<file path="src/hw/rhb_pkg.sv">
// Package: register map, reset values, thresholds and states of the mode controller
package rhb_pkg;
   // Register byte offsets
   localparam logic [7:0] OFS_CTRL = 8'h00;
   localparam logic [7:0] OFS_TON_MIN = 8'h04;
   localparam logic [7:0] OFS_TON_MAX = 8'h08;
   localparam logic [7:0] OFS_TNO_MIN = 8'h0c;
   localparam logic [7:0] OFS_TNO_MAX = 8'h10;
   localparam logic [7:0] OFS_LP_LEVEL = 8'h14;
   localparam logic [7:0] OFS_MIN_SWING = 8'h18;
   localparam logic [7:0] OFS_LP_BOOST = 8'h1c;
   localparam logic [7:0] OFS_BURST_TGT = 8'h20;
   localparam logic [7:0] OFS_ENTRY_DLY = 8'h24;
   localparam logic [7:0] OFS_EXIT_DLY = 8'h28;
   localparam logic [7:0] OFS_LP_HOLD = 8'h2c;
   localparam logic [7:0] OFS_STOP_THR = 8'h30;
   localparam logic [7:0] OFS_STATUS = 8'h34;
   // Control field positions
   localparam int CTRL_EN_BIT = 0;
   localparam int CTRL_DLY_BIT = 1;
   // Reset values of the settings
   localparam logic [1:0] RST_CTRL = 2'h0;
   localparam logic [15:0] RST_TON_MIN = 16'h0028;
   localparam logic [15:0] RST_TON_MAX = 16'h03e8;
   localparam logic [15:0] RST_TNO_MIN = 16'h0008;
   localparam logic [15:0] RST_TNO_MAX = 16'h0050;
   localparam logic [7:0] RST_LP_LEVEL = 8'h40;
   localparam logic [7:0] RST_MIN_SWING = 8'h10;
   localparam logic [7:0] RST_LP_BOOST = 8'h20;
   localparam logic [15:0] RST_BURST_TGT = 16'h1000;
   localparam logic [15:0] RST_ENTRY_DLY = 16'h0800;
   localparam logic [15:0] RST_EXIT_DLY = 16'h0800;
   localparam logic [15:0] RST_LP_HOLD = 16'h0100;
   localparam logic [7:0] RST_STOP_THR = 8'h96;
   // Optocurrent levels in microamps
   localparam logic [7:0] START_BURST_UA = 8'h64;
   localparam logic [7:0] OPTO_TARGET_UA = 8'h50;
   localparam logic [7:0] TRANSIENT_UA = 8'h28;
   // Extra swing added while a load step is seen
   localparam logic [7:0] TRANSIENT_WIDEN = 8'h10;
   // Last prescaler count before an offset step (one step per 256 clocks), keeps the offset loop slow
   localparam logic [7:0] OFFS_STEP_CYC = 8'hff;
   typedef enum logic [2:0] {
      RHB_IDLE = 3'b000,
      RHB_LS_ON = 3'b001,
      RHB_LS_DT = 3'b010,
      RHB_HS_ON = 3'b011,
      RHB_HS_DT = 3'b100,
      RHB_HOLD = 3'b101,
      RHB_BOFF = 3'b110
   } rhb_gate_type;
   typedef enum logic [1:0] {
      RHB_HP = 2'b00,
      RHB_LP = 2'b01,
      RHB_BURST = 2'b10
   } rhb_mode_type;
endpackage

</file>
<file path="src/hw/rhb_sync.sv">
// Two-stage synchroniser for comparator and measurement inputs
`timescale 1ns/1ps
module rhb_sync #(
   parameter int W = 8
) (
   input wire logic pclk,
   input wire logic presetn,
   input wire logic [W-1:0] async_in,
   output logic [W-1:0] sync_out
);
   typedef struct packed {
      logic [W-1:0] first;
      logic [W-1:0] second;
   } rhb_sync_type;
   rhb_sync_type s_reg;
   rhb_sync_type s_next;
   // First stage feeds only the second stage
   always_comb begin
      s_next.first = async_in;
      s_next.second = s_reg.first;
   end
   always_ff @(posedge pclk or negedge presetn) begin
      if (!presetn) begin
         s_reg <= '0;
      end else begin
         s_reg <= s_next;
      end
   end
   assign sync_out = s_reg.second;
endmodule

</file>
<file path="src/hw/rhb_mode_ctrl.sv">
// Resonant half-bridge mode controller with APB settings
`timescale 1ns/1ps
module rhb_mode_ctrl (
   input wire logic pclk,
   input wire logic presetn,
   input wire logic psel,
   input wire logic penable,
   input wire logic pwrite,
   input wire logic [7:0] paddr,
   input wire logic [31:0] pwdata,
   output logic [31:0] prdata,
   output logic pready,
   output logic pslverr,
   input wire logic cap_below_low,
   input wire logic cap_above_high,
   input wire logic ocp_detect,
   input wire logic cap_mode_near,
   input wire logic hb_peak,
   input wire logic ires_le_zero,
   input wire logic ires_ge_zero,
   input wire logic out_rising,
   input wire logic [7:0] power_demand,
   input wire logic [7:0] feedback_ua,
   output logic low_side_gate,
   output logic high_side_gate,
   output logic [7:0] cap_swing_level,
   output logic [1:0] mode_state
);
   typedef struct packed {
      rhb_pkg::rhb_gate_type gate;
      rhb_pkg::rhb_mode_type mode;
      logic [15:0] tmr;
      logic [1:0] hc;
      logic [7:0] burst_cnt;
      logic [7:0] burst_done;
      logic [15:0] bper;
      logic [15:0] sw_time;
      logic [15:0] entry_tmr;
      logic [7:0] offs;
      logic [7:0] presc;
      logic [7:0] swing;
      logic ls;
      logic hs;
      logic [31:0] rdata;
      logic [1:0] ctrl;
      logic [15:0] ton_min;
      logic [15:0] ton_max;
      logic [15:0] tno_min;
      logic [15:0] tno_max;
      logic [7:0] lp_level;
      logic [7:0] min_swing;
      logic [7:0] lp_boost;
      logic [15:0] burst_tgt;
      logic [15:0] entry_dly;
      logic [15:0] exit_dly;
      logic [15:0] lp_hold;
      logic [7:0] stop_thr;
   } rhb_state_type;

   localparam int NSYNC = 24;
   rhb_state_type s_reg;
   rhb_state_type s_next;
   logic [NSYNC-1:0] pin_raw;
   logic [NSYNC-1:0] pin_s;
   logic c_low, c_high, ocp, cnear, peak, i_le, i_ge, rising;
   logic [7:0] demand;
   logic [7:0] fb;
   logic [8:0] base_sum;
   logic [7:0] base_sw;
   logic [8:0] lp_sum;
   logic [7:0] lp_sw;
   logic [8:0] tr_sum;
   logic transient;
   logic low_end, high_end, ls_adv, hs_adv;
   logic setup_rd, access_wr, addr_ok;

   // All comparator and measurement pins are outside the clock domain, so every one is synchronised
   assign pin_raw = {cap_below_low, cap_above_high, ocp_detect,
                     cap_mode_near, hb_peak, ires_le_zero, ires_ge_zero,
                     out_rising, power_demand, feedback_ua};
   rhb_sync #(.W(NSYNC)) u_sync (
      .pclk(pclk),
      .presetn(presetn),
      .async_in(pin_raw),
      .sync_out(pin_s)
   );
   assign {c_low, c_high, ocp, cnear, peak, i_le, i_ge, rising,
           demand, fb} = pin_s;

   // Swing targets; demand plus slow offset, saturating at full scale
   always_comb begin
      base_sum = {1'b0, demand} + {1'b0, s_reg.offs};
      base_sw = base_sum[8] ? 8'hff : base_sum[7:0];
      lp_sum = {1'b0, base_sw} + {1'b0, s_reg.lp_boost};
      lp_sw = lp_sum[8] ? 8'hff : lp_sum[7:0];
      transient = fb < rhb_pkg::TRANSIENT_UA;
      tr_sum = 9'h000;
      low_end = 1'b0;
      high_end = 1'b0;
      ls_adv = 1'b0;
      hs_adv = 1'b0;
      // On-state end conditions, guarded by minimum on-time
      if (s_reg.tmr >= s_reg.ton_min) begin
         low_end = c_low | ocp | cnear | (s_reg.tmr >= s_reg.ton_max);
         high_end = c_high | ocp | cnear | (s_reg.tmr >= s_reg.ton_max);
      end
      // Dead-time exit: peak after min time, or max time, current sign ok
      if (s_reg.tmr >= s_reg.tno_min) begin
         ls_adv = i_le & (peak | (s_reg.tmr >= s_reg.tno_max));
         hs_adv = i_ge & (peak | (s_reg.tmr >= s_reg.tno_max));
      end
      if (transient) begin
         tr_sum = {1'b0, lp_sw} + {1'b0, rhb_pkg::TRANSIENT_WIDEN};
      end
   end

   assign setup_rd = psel & ~penable & ~pwrite;
   assign access_wr = psel & penable & pwrite;
   assign addr_ok = (paddr <= rhb_pkg::OFS_STATUS) && (paddr[1:0] == 2'b00);

   // Next-state logic for gates, modes, burst bookkeeping and registers
   always_comb begin
      s_next = s_reg;
      s_next.tmr = s_reg.tmr + 16'h0001;
      s_next.presc = s_reg.presc + 8'h01;
      // Slow offset loop toward the optocurrent target
      if (s_reg.presc == rhb_pkg::OFFS_STEP_CYC) begin
         s_next.presc = 8'h00;
         if (fb < rhb_pkg::OPTO_TARGET_UA && s_reg.offs != 8'hff) begin
            s_next.offs = s_reg.offs + 8'h01;
         end else if (fb > rhb_pkg::OPTO_TARGET_UA && s_reg.offs != 8'h00) begin
            s_next.offs = s_reg.offs - 8'h01;
         end
      end
      // Swing level: boosted in low-power modes, floored at minimum
      if (s_reg.mode == rhb_pkg::RHB_HP) begin
         s_next.swing = base_sw;
      end else if (lp_sw < s_reg.min_swing) begin
         s_next.swing = s_reg.min_swing;
      end else begin
         s_next.swing = lp_sw;
      end
      if (transient) begin
         s_next.swing = tr_sum[8] ? 8'hff : tr_sum[7:0];
      end
      // Burst period and switching time counters saturate
      if (s_reg.bper != 16'hffff) begin
         s_next.bper = s_reg.bper + 16'h0001;
      end
      if (s_reg.gate == rhb_pkg::RHB_BOFF) begin
         s_next.sw_time = 16'h0000;
      end else if (s_reg.sw_time != 16'hffff) begin
         s_next.sw_time = s_reg.sw_time + 16'h0001;
      end
      // Mode transitions
      case (s_reg.mode)
         rhb_pkg::RHB_HP: begin
            s_next.entry_tmr = 16'h0000;
            if (demand < s_reg.lp_level) begin
               s_next.mode = rhb_pkg::RHB_LP;
            end
         end
         rhb_pkg::RHB_LP: begin
            if (demand >= s_reg.lp_level) begin
               s_next.mode = rhb_pkg::RHB_HP;
            end else if (lp_sw <= s_reg.min_swing) begin
               // Delay keeps short dips from causing audible bursts
               if (!s_reg.ctrl[rhb_pkg::CTRL_DLY_BIT] || rising ||
                   s_reg.entry_tmr >= s_reg.entry_dly) begin
                  s_next.mode = rhb_pkg::RHB_BURST;
                  s_next.burst_cnt = 8'h01;
                  s_next.burst_done = 8'h00;
                  s_next.bper = 16'h0000;
               end else begin
                  s_next.entry_tmr = s_reg.entry_tmr + 16'h0001;
               end
            end else begin
               s_next.entry_tmr = 16'h0000;
            end
         end
         default: begin
            if (s_reg.sw_time > s_reg.exit_dly &&
                lp_sw > s_reg.min_swing) begin
               s_next.mode = rhb_pkg::RHB_LP;
               s_next.entry_tmr = 16'h0000;
            end
         end
      endcase
      // Gate sequencer
      case (s_reg.gate)
         rhb_pkg::RHB_IDLE: begin
            s_next.ls = 1'b0;
            s_next.hs = 1'b0;
            s_next.hc = 2'b00;
            if (s_reg.ctrl[rhb_pkg::CTRL_EN_BIT]) begin
               s_next.gate = rhb_pkg::RHB_LS_ON;
               s_next.ls = 1'b1;
               s_next.tmr = 16'h0000;
            end
         end
         rhb_pkg::RHB_LS_ON: begin
            if (low_end) begin
               s_next.ls = 1'b0;
               s_next.tmr = 16'h0000;
               // Third half-cycle in low-power modes ends in a hold
               if (s_reg.mode != rhb_pkg::RHB_HP && s_reg.hc == 2'b10) begin
                  s_next.gate = rhb_pkg::RHB_HOLD;
                  s_next.hc = 2'b00;
                  if (s_reg.mode == rhb_pkg::RHB_BURST) begin
                     s_next.burst_done = s_reg.burst_done + 8'h01;
                  end
               end else begin
                  s_next.gate = rhb_pkg::RHB_LS_DT;
                  s_next.hc = s_reg.hc + 2'b01;
               end
            end
         end
         rhb_pkg::RHB_LS_DT: begin
            if (ls_adv) begin
               s_next.gate = rhb_pkg::RHB_HS_ON;
               s_next.hs = 1'b1;
               s_next.tmr = 16'h0000;
            end
         end
         rhb_pkg::RHB_HS_ON: begin
            if (high_end) begin
               s_next.gate = rhb_pkg::RHB_HS_DT;
               s_next.hs = 1'b0;
               s_next.tmr = 16'h0000;
               s_next.hc = s_reg.hc + 2'b01;
            end
         end
         rhb_pkg::RHB_HS_DT: begin
            if (hs_adv) begin
               s_next.gate = rhb_pkg::RHB_LS_ON;
               s_next.ls = 1'b1;
               s_next.tmr = 16'h0000;
            end
         end
         rhb_pkg::RHB_HOLD: begin
            // Burst ends once burst_done reaches burst_cnt or on overshoot
            if (s_reg.mode == rhb_pkg::RHB_BURST &&
                (s_reg.burst_done >= s_reg.burst_cnt ||
                 fb > s_reg.stop_thr)) begin
               s_next.gate = rhb_pkg::RHB_BOFF;
            end else if (s_reg.tmr >= s_reg.tno_min &&
                         (s_reg.tmr >= s_reg.lp_hold ||
                          s_reg.mode == rhb_pkg::RHB_HP)) begin
               s_next.gate = rhb_pkg::RHB_LS_ON;
               s_next.ls = 1'b1;
               s_next.tmr = 16'h0000;
            end
         end
         rhb_pkg::RHB_BOFF: begin
            // Long both-off hold; restart on low optocurrent or load step
            if (s_reg.tmr >= s_reg.tno_min &&
                (s_reg.mode != rhb_pkg::RHB_BURST || transient ||
                 fb < rhb_pkg::START_BURST_UA)) begin
               s_next.gate = rhb_pkg::RHB_LS_ON;
               s_next.ls = 1'b1;
               s_next.tmr = 16'h0000;
               s_next.burst_done = 8'h00;
               s_next.bper = 16'h0000;
               if (s_reg.bper < s_reg.burst_tgt &&
                   s_reg.burst_cnt != 8'hff) begin
                  s_next.burst_cnt = s_reg.burst_cnt + 8'h01;
               end
            end
         end
         default: begin
            s_next.gate = rhb_pkg::RHB_IDLE;
         end
      endcase
      // Disable drops both gates at once
      if (!s_reg.ctrl[rhb_pkg::CTRL_EN_BIT]) begin
         s_next.gate = rhb_pkg::RHB_IDLE;
         s_next.ls = 1'b0;
         s_next.hs = 1'b0;
      end
      // APB read data captured in setup so it is stable in access
      if (setup_rd) begin
         s_next.rdata = 32'h0000_0000;
         if (paddr == rhb_pkg::OFS_CTRL) begin
            s_next.rdata = {30'h0, s_reg.ctrl};
         end else if (paddr == rhb_pkg::OFS_TON_MIN) begin
            s_next.rdata = {16'h0, s_reg.ton_min};
         end else if (paddr == rhb_pkg::OFS_TON_MAX) begin
            s_next.rdata = {16'h0, s_reg.ton_max};
         end else if (paddr == rhb_pkg::OFS_TNO_MIN) begin
            s_next.rdata = {16'h0, s_reg.tno_min};
         end else if (paddr == rhb_pkg::OFS_TNO_MAX) begin
            s_next.rdata = {16'h0, s_reg.tno_max};
         end else if (paddr == rhb_pkg::OFS_LP_LEVEL) begin
            s_next.rdata = {24'h0, s_reg.lp_level};
         end else if (paddr == rhb_pkg::OFS_MIN_SWING) begin
            s_next.rdata = {24'h0, s_reg.min_swing};
         end else if (paddr == rhb_pkg::OFS_LP_BOOST) begin
            s_next.rdata = {24'h0, s_reg.lp_boost};
         end else if (paddr == rhb_pkg::OFS_BURST_TGT) begin
            s_next.rdata = {16'h0, s_reg.burst_tgt};
         end else if (paddr == rhb_pkg::OFS_ENTRY_DLY) begin
            s_next.rdata = {16'h0, s_reg.entry_dly};
         end else if (paddr == rhb_pkg::OFS_EXIT_DLY) begin
            s_next.rdata = {16'h0, s_reg.exit_dly};
         end else if (paddr == rhb_pkg::OFS_LP_HOLD) begin
            s_next.rdata = {16'h0, s_reg.lp_hold};
         end else if (paddr == rhb_pkg::OFS_STOP_THR) begin
            s_next.rdata = {24'h0, s_reg.stop_thr};
         end else if (paddr == rhb_pkg::OFS_STATUS) begin
            s_next.rdata = {3'h0, s_reg.gate, s_reg.mode, s_reg.burst_cnt,
                            s_reg.offs, s_reg.swing};
         end
      end
      // APB writes take effect in the access cycle
      if (access_wr) begin
         if (paddr == rhb_pkg::OFS_CTRL) begin
            s_next.ctrl = pwdata[1:0];
         end else if (paddr == rhb_pkg::OFS_TON_MIN) begin
            s_next.ton_min = pwdata[15:0];
         end else if (paddr == rhb_pkg::OFS_TON_MAX) begin
            s_next.ton_max = pwdata[15:0];
         end else if (paddr == rhb_pkg::OFS_TNO_MIN) begin
            s_next.tno_min = pwdata[15:0];
         end else if (paddr == rhb_pkg::OFS_TNO_MAX) begin
            s_next.tno_max = pwdata[15:0];
         end else if (paddr == rhb_pkg::OFS_LP_LEVEL) begin
            s_next.lp_level = pwdata[7:0];
         end else if (paddr == rhb_pkg::OFS_MIN_SWING) begin
            s_next.min_swing = pwdata[7:0];
         end else if (paddr == rhb_pkg::OFS_LP_BOOST) begin
            s_next.lp_boost = pwdata[7:0];
         end else if (paddr == rhb_pkg::OFS_BURST_TGT) begin
            s_next.burst_tgt = pwdata[15:0];
         end else if (paddr == rhb_pkg::OFS_ENTRY_DLY) begin
            s_next.entry_dly = pwdata[15:0];
         end else if (paddr == rhb_pkg::OFS_EXIT_DLY) begin
            s_next.exit_dly = pwdata[15:0];
         end else if (paddr == rhb_pkg::OFS_LP_HOLD) begin
            s_next.lp_hold = pwdata[15:0];
         end else if (paddr == rhb_pkg::OFS_STOP_THR) begin
            s_next.stop_thr = pwdata[7:0];
         end
      end
   end

   // Settings come up at their rhb_pkg reset values
   always_ff @(posedge pclk or negedge presetn) begin
      if (!presetn) begin
         s_reg <= '0; // Idle gates and high-power mode are code zero
         s_reg.ctrl <= rhb_pkg::RST_CTRL;
         s_reg.ton_min <= rhb_pkg::RST_TON_MIN;
         s_reg.ton_max <= rhb_pkg::RST_TON_MAX;
         s_reg.tno_min <= rhb_pkg::RST_TNO_MIN;
         s_reg.tno_max <= rhb_pkg::RST_TNO_MAX;
         s_reg.lp_level <= rhb_pkg::RST_LP_LEVEL;
         s_reg.min_swing <= rhb_pkg::RST_MIN_SWING;
         s_reg.lp_boost <= rhb_pkg::RST_LP_BOOST;
         s_reg.burst_tgt <= rhb_pkg::RST_BURST_TGT;
         s_reg.entry_dly <= rhb_pkg::RST_ENTRY_DLY;
         s_reg.exit_dly <= rhb_pkg::RST_EXIT_DLY;
         s_reg.lp_hold <= rhb_pkg::RST_LP_HOLD;
         s_reg.stop_thr <= rhb_pkg::RST_STOP_THR;
      end else begin
         s_reg <= s_next;
      end
   end

   // Zero-wait slave; misaligned or out-of-map addresses flag an error
   assign pready = 1'b1;
   assign pslverr = psel & penable & ~addr_ok;
   assign prdata = s_reg.rdata;
   assign low_side_gate = s_reg.ls;
   assign high_side_gate = s_reg.hs;
   assign cap_swing_level = s_reg.swing;
   assign mode_state = s_reg.mode;
endmodule

</file>
<file path="config.mk">
export PLATFORM = sky130hd
export DESIGN_NAME = rhb_mode_ctrl
export DESIGN_NICKNAME = d
export VERILOG_FILES = /design/src/hw/rhb_pkg.sv /design/src/hw/rhb_sync.sv /design/src/hw/rhb_mode_ctrl.sv
export SDC_FILE = /design/constraint.sdc
export NUM_CORES = 1
export LEC_CHECK = 0
export BUFFER_PORTS_ARGS = -buffer_cell sky130_fd_sc_hd__buf_2
export CAP_MARGIN = 20
export CORE_MARGIN = 2
export CORE_UTILIZATION = 43
export CTS_CLUSTER_DIAMETER = 60
export DETAILED_ROUTE_END_ITERATION = 7
export GPL_TIMING_DRIVEN = 0
export MAX_ROUTING_LAYER = met4
export SETUP_SLACK_MARGIN = 0.4
export SLEW_MARGIN = 20
export SYNTH_ARGS = -nofsm -noshare
export SYNTH_HDL_FRONTEND = slang
export SYNTH_HIERARCHICAL = 1
export SYNTH_SLANG_ARGS = --single-unit
</file>
<file path="constraint.sdc">
create_clock -name pclk -period 8 [get_ports pclk]
set_input_delay 2.4 -clock pclk [delete_from_list [all_inputs] [get_ports pclk]]
set_output_delay 2.4 -clock pclk [all_outputs]
set_load 0.005 [all_outputs]
</file>
==> reports/qor.yml, run 1 <==
outcome:
  status: "finished, final reports clean"
clock_network:
  htreeDepth: 2
  cts-root-buf: "clkbuf_16"
  hold_buffers: 0
  cts.sinks: 352
  numCtsBuffers: 43
  cts_tree: "done"
  path_clk_slew_ns: 0.06
  cts_buffer_depth: 3
  cts_resized: 0
  cts_setup_buffers: 0
  insertion_delay_ns: 0.59
critical_path:
  cp_num_buf_inv: 1
  cp_slowest_stage_delay_ns: 0.60
  crit_start: "s_reg[212]"
  critPathTopFamily: "compound AO/OA/AOI/OAI gates"
  cp_max_fo: 10
  worstReg2RegEnd: "s_reg[281]"
  crit_top_cell: "a21o_1"
  critPathCaptureType: "register"
  r2r-start: "s_reg[212]"
  worstSetupPathType: "reg -> reg"
  cp_slowest_cell: "or4b_4"
  crit_required_ns: 8.46
  path_cells: "ha_1, fa_1, a21o_1, a21oi_1, o21ai_0, o211ai_1, a21o_1, clkbuf_1, nand2_1, ha_1, nor2b_1, o21ai_0, a21oi_1, o41ai_4, nand2_1, ha_1, a21o_1, a21o_1, a21oi_1, nor2_1, or4b_4, nor2_1, or2_2, o21ai_0"
  r2r_slack_ns: 1.02
  cp.depth: 24
  cp.arrival_ns: 7.44
  r2r_cells: 24
  critPathLaunchType: "register"
grt:
  overflow: 0
  grt_max_degree: 98
  grt_pass1_vias: 16485
  grt.total_usage_pct: 26.2
  grt_pass1_wl_um: 96600
  antenna_found_initial: 2
placed_design:
  place_congestion: 0.948
  dpl.hpwl_um: 47700
  io_buffers: 93
  placedCellCount: 2814
synth:
  synth_compound_area_share_pct: 16.5
  synth_xor_area_share_pct: 2.59
  syn_area_um2: 20600
  ys_seq_area_share_pct: 42.9
  synth_mux_area_share_pct: 6.54
  syn_area_per_cell_um2: 9.80
  ys_seq_elements: 352
  synth_edf_count: 0
  synthCells: 2101
  yosys.area_share.simple_pct: 13.3
  synth-main-ff-cell: "dfrtp_1"
  synth_warnings: 6
  synth_cell_types: 94
  synth_top_family_by_area: "compound AO/OA/AOI/OAI gates"
  async_flop_share_pct: 100
  synthAdderAreaFrac_pct: 11.8
sta:
  finalHoldViolCount: 0
  tightest_slew_ns: 1.30
  period_needed_ns: 6.98
  fin_tns_setup_ns: 0
  grt_setup_unrepaired: "no"
  slew_headroom_pct: 12.5
  period_share_pct: 87.2
  whs_ns: 0.346
  clock_skew_ns: 0.0250
  drv_slew: 0
  setup_viol: 0
  max_freq_mhz: 143
layout:
  layout_commonest_cell: "dfrtp_1"
  largest_reg_flops: 263
  utilization_pct: 49.2
  area_growth_pct: 13.5
  drive_gt1_share_pct: 17.2
  layout_common_cells: "dfrtp_1 (330), ha_1 (190), nand2_1 (184), inv_1 (177), o21ai_0 (159)"
  fin_nets: 2506
  instances_no_fill: 2895
drt:
  first_pass_iters: 6
  vias: 16488
  vias_per_cell: 5.70
  ant_nets: 0
  wl_per_cell_um: 21.5
  totalWireLength_um: 62300
  drt_iter0_drc: 1306
  drc: 0
floorplanning:
  start_util_pct: 43.3
  pin_count: 115
  die_w_um: 223
  fp.dieH_um: 223
  die_area_um2: 49700
  core_area_um2: 47500
  rows: 80
run:
  cap_violations: 0
power:
  finalPower_uw: 4730
  irDropWorstVdd_v: 0.000133
  p_leak_uw: 0.0113
  power.density_nw_per_um2: 202
worst_hold_path:
  hold_class: "reg -> reg"
  hold_start: "u_sync/s_next[3]"
  min_path_cells: 0
  min_to: "u_sync/sync_out[3]"
[where the power goes]
group	total, µW	switching [µW]	internal, µW
combinational	733	445	288
sequential	2010	142	1870
clock	1990	807	1180
[metrics by stage]
step           setup slack, ns  instance area (µm²)
6_report                  1.02                23400
5_1_grt                  0.507                23400
4_1_cts                   1.03                23400
3_5_place_dp              1.02                21900
3_3_place_gp             -2.45                21800
2_1_floorplan             2.43                20600
[worst register-to-register path: stages (launching register included)]
cell,delay (ns)
dfrtp_1,0.53
ha_1,0.31
fa_1,0.41
a21o_1,0.17
a21oi_1,0.25
o21ai_0,0.12
o211ai_1,0.16
a21o_1,0.16
clkbuf_1,0.30
nand2_1,0.16
ha_1,0.35
nor2b_1,0.15
o21ai_0,0.25
a21oi_1,0.20
o41ai_4,0.45
nand2_1,0.25
ha_1,0.36
a21o_1,0.16
a21o_1,0.17
a21oi_1,0.21
nor2_1,0.16
or4b_4,0.60
nor2_1,0.57
or2_2,0.31
o21ai_0,0.10
[layer usage]
metal  wire length (µm)  part of all wire (%)  vias to the layer above  global-route usage (%)
li1                   -                     -                     7769                       -
met4               2680                   4.3                        0                    10.9
met5                  0                     0                        -                       -
met2              28400                    46                      466                    40.5
met3               3520                   5.7                      130                    4.97
met1              27700                    44                     8123                    33.9
[final cells by class]
| cell class | count | area (µm²) |
|---|---|---|
| antenna | 1 | 2.50 |
| buffer | 113 | 627 |
| clock buffer | 64 | 1240 |
| clock inverter | 16 | 206 |
| fill | 4443 | 24200 |
| inverter | 178 | 668 |
| multi-input combinational | 1460 | 10500 |
| sequential | 352 | 8840 |
| tap | 615 | 769 |
| timing repair buffer | 96 | 558 |
[kinds of logic after synthesis]
kind of cell	after synthesis
simple gates	575
compound gates	506
flops	352
buf+inv	291
fa+ha+maj	193
mux	121
xor+xnor	61
other cells	2
[worst max-delay path by stage]
stage,endpoint,slack (ns)
after CTS,s_reg[281],1.03
final,s_reg[281],1.02
after floorplan,s_reg[273],2.43
after global routing,s_reg[279],0.51
after global placement,s_reg[204],-2.45
after detailed placement,s_reg[281],1.02
[synth_stat cells (14+ instances only)]
cell	instances	share of area [%]
ha_1	190	12
nor2b_1	21	0.64
buf_4	46	1.7
nor2_1	147	2.7
o21ai_0	160	3.9
a21o_1	34	1.2
a22o_1	15	0.64
a31oi_1	39	1.2
o21a_1	20	0.73
dfstp_2	22	2.8
clkbuf_1	46	0.84
nor3_1	33	0.80
mux2_2	108	5.9
xnor2_1	24	1.0
and3_1	21	0.64
a222oi_1	14	0.68
nand3_1	71	1.7
nand2_1	184	3.4
xor2_1	37	1.6
dfrtp_1	330	40
nand4_1	25	0.76
buf_2	18	0.44
a221oi_1	18	0.77
inv_1	177	3.2
a21oi_1	76	1.8
a211oi_1	21	0.77
(Power assumes the default switching activity.)
==> run 2, diff against run 1 <==
--- a/config.mk
+++ b/config.mk
@@ -8,7 +8,7 @@
 export BUFFER_PORTS_ARGS = -buffer_cell sky130_fd_sc_hd__buf_2
 export CAP_MARGIN = 20
 export CORE_MARGIN = 2
-export CORE_UTILIZATION = 43
+export CORE_UTILIZATION = 30
 export CTS_CLUSTER_DIAMETER = 60
 export DETAILED_ROUTE_END_ITERATION = 7
 export GPL_TIMING_DRIVEN = 0
@@ -17,5 +17,4 @@
 export SLEW_MARGIN = 20
 export SYNTH_ARGS = -nofsm -noshare
 export SYNTH_HDL_FRONTEND = slang
-export SYNTH_HIERARCHICAL = 1
 export SYNTH_SLANG_ARGS = --single-unit
==> reports/qor.yml, run 2 <==
grt:
  grt.total_usage_pct: 19.2  # -7.0 points
  overflow: 0  # unchanged
  grt_max_degree: 96  # -2.0%
  antenna_found_initial: 1  # -1
  grt_pass1_vias: 16888  # +2.4%
  grt_pass1_wl_um: 101000  # +4.8%
power:
  p_comb_share_pct: 15.4  # about the same
  pwr-share-clk_pct: 42.2  # +0.2 points
  irDropWorstVdd_v: 0.000161  # +21%
  finalPower_uw: 4720  # -0.32%
  power.density_nw_per_um2: 198  # -2.3%
  cellInternalPower_uw: 3330  # about the same
  seqPwrFrac_pct: 42.4  # about the same
  switchingPower_uw: 1380  # -0.85%
  sw_frac_of_total_pct: 29.3  # -0.16 points
  p_leak_uw: 0.0113  # +0.14%
clock_network:
  cts-root-buf: "clkbuf_16"
  numCtsBuffers: 44  # +2.3%
  path_clk_slew_ns: 0.06  # about the same
  insertion_delay_ns: 0.59  # about the same
  cts.sinks: 352  # unchanged
  htreeDepth: 2  # unchanged
  cts_tree: "done"
  cts_buffer_depth: 3  # unchanged
sta:
  clock_skew_ns: 0.0183  # -0.00667 ns
  period_needed_ns: 7.06  # +0.0834 ns
  period_share_pct: 88.2  # +1.0 points
  finalHoldViolCount: 0  # unchanged
  grt_setup_unrepaired: "no"
  drv_slew: 0  # unchanged
  max_freq_mhz: 142  # -1.2%
  whs_ns: 0.345  # -0.00147 ns
  slew_headroom_pct: 12.8  # +0.30 points
  tightest_slew_ns: 1.30  # +0.00443 ns
  setup_viol: 0  # unchanged
critical_path:
  worstReg2RegEnd: "s_reg[229]"
  cp_slowest_stage_delay_ns: 0.56  # -0.04 ns
  crit_start: "s_reg[212]"
  worstSetupPathType: "reg -> reg"
  r2r-start: "s_reg[212]"
  r2r_cells: 28  # +17%
  critPathCaptureType: "register"
  cp_slowest_cell: "dfrtp_1"
  critPathLaunchType: "register"
  cp.arrival_ns: 7.53  # +0.09 ns
  cp_max_fo: 10  # unchanged
  crit_required_ns: 8.47  # about the same
  r2r_slack_ns: 0.94  # -0.08 ns
  cp-endpoint: "s_reg[229]"
floorplanning:
  pin_count: 115  # unchanged
  rows: 96  # +20%
  die_area_um2: 71100  # +43%
  fp.dieH_um: 267  # +20%
  core_area_um2: 68500  # +44%
  die_w_um: 267  # +20%
  start_util_pct: 30.2  # -13 points
synth:
  synth_top_area_share_pct: 39.9  # -0.17 points
  ys_seq_elements: 352  # unchanged
  syn_area_per_cell_um2: 9.76  # -0.42%
  async_flop_share_pct: 100  # unchanged
  synth_warnings: 0  # -6
  syn_area_um2: 20700  # +0.43%
  synth_most_common_cell: "dfrtp_1"
  ys_top_cells_by_area: "dfrtp_1 (40%), ha_1 (11%), mux2_2 (7.3%), nand2_1 (3.6%), o21ai_0 (3.6%)"
  yosys-top-cells-count: "dfrtp_1 (330), nand2_1 (201), ha_1 (190)"
  synth_cell_types: 89  # -5.3%
  synth-main-ff-cell: "dfrtp_1"
  synthCells: 2119  # +0.86%
  synth_edf_count: 0  # unchanged
  yosysTopAreaCell: "dfrtp_1"
  ys_seq_area_share_pct: 42.7  # -0.18 points
drt:
  vias_per_cell: 5.22  # -8.3%
  vias: 16629  # +0.86%
  first_pass_iters: 5  # -1
  totalWireLength_um: 65900  # +5.9%
  ant_nets: 0  # unchanged
  drc: 0  # unchanged
  drt_iter0_drc: 1388  # +6.3%
  wl_per_cell_um: 20.7  # -3.7%
worst_hold_path:
  hold_class: "reg -> reg"
layout:
  layout_common_cells: "dfrtp_1 (330), nand2_1 (201), ha_1 (190), inv_1 (186), o21ai_0 (147)"
  instances_no_fill: 3183  # +9.9%
  final_cell_area_um2: 23900  # +2.0%
  largest_reg_flops: 263  # unchanged
  layout_commonest_cell: "dfrtp_1"
  drive_gt1_share_pct: 18.2  # +0.97 points
  fin_nets: 2526  # +0.80%
  area_growth_pct: 15.4
  utilization_pct: 34.8  # -14 points
placed_design:
  placedCellCount: 3099  # +10%
  dpl.hpwl_um: 51400  # +7.7%
  io_buffers: 92  # -1.1%
  place_congestion: 0.941  # -0.74%
  place_area_um2: 22400  # +2.0%
outcome:
  status: "finished, final reports clean"
run:
  cap_violations: 0  # unchanged
run 2: repair_timing:
item                       in CTS  in global routing
cloned                          0                  0
setup endpoints to repair      18                 44
buffers inserted                0                  1
gates resized for setup         1                 12
pin swaps                       0                  1
hold buffers                    0                  0
run 2: metal layers:
| layer | up-vias | share of wire, % | global-route usage (%) |
|---|---|---|---|
| li1 | 7808 | - | - |
| met1 | 8256 | 43 | 23.9 |
| met2 | 440 | 47 | 31.1 |
| met3 | 125 | 5.5 | 3.17 |
| met4 | 0 | 4.0 | 7.55 |
| met5 | - | 0 | - |
run 2: logic make-up after synthesis:
| logic type | synth area share [%] |
|---|---|
| and+or+nand+nor | 13.9 |
| AOI/OAI and AO/OA | 14.8 |
| DFF | 42.7 |
| buffers and inverters | 6.34 |
| adders and majority gates | 11.8 |
| muxes | 8.02 |
| xor gates and xnor gates | 2.41 |
| other | 0.0363 |
run 2: area by class of cell:
class / count / area, µm²
antenna: 1 / 2.50
buffer: 111 / 613
clock buffer: 64 / 1270
clock inverter: 18 / 174
fill: 6874 / 44600
inverter: 187 / 702
multi-input combinational: 1471 / 10600
sequential: 352 / 8840
tap: 882 / 1100
timing repair buffer: 97 / 568
run 2: worst max-delay path, delay by kind of cell, from the launching register on:
kind	cells	cell delay, ns
and+or+nand+nor	5	1.12
buffers and inverters	5	0.77
muxes	1	0.29
adders and majority gates	5	1.47
AOI/OAI and AO/OA	12	2.75
DFF	1	0.56
run 2: worst min path at each step:
stage | cells after the start | endpoint | slack (ns) | start
final | 0 | u_sync.sync_out[8] | 0.34 | u_sync.s_next[8]
after floorplan | 0 | u_sync.sync_out[0] | 0.33 | u_sync.s_next[0]
after global placement | 0 | u_sync.sync_out[16] | 0.34 | u_sync.s_next[16]
after global routing | 0 | u_sync.sync_out[5] | 0.35 | u_sync.s_next[5]
after detailed placement | 0 | u_sync.sync_out[3] | 0.33 | u_sync.s_next[3]
after CTS | 0 | u_sync.sync_out[5] | 0.35 | u_sync.s_next[5]
run 2: power by group through the flow:
stage / registers [µW] / clock network (µW) / logic, µW
global placement: 2030 / 0 / 694
detailed placement: 2030 / 0 / 724
floorplan: 1970 / 0 / 459
CTS: 2000 / 2040 / 728
global route: 2010 / 2120 / 823
finish: 2000 / 1990 / 726
run 2: per-stage QoR:
step	setup TNS (ns)	worst slack [ns]
3_3_place_gp	-781.36	-2.39
3_5_place_dp	0	0.343
5_1_grt	0	0.466
6_report	0	0.941
4_1_cts	0	0.568
2_1_floorplan	0	1.93
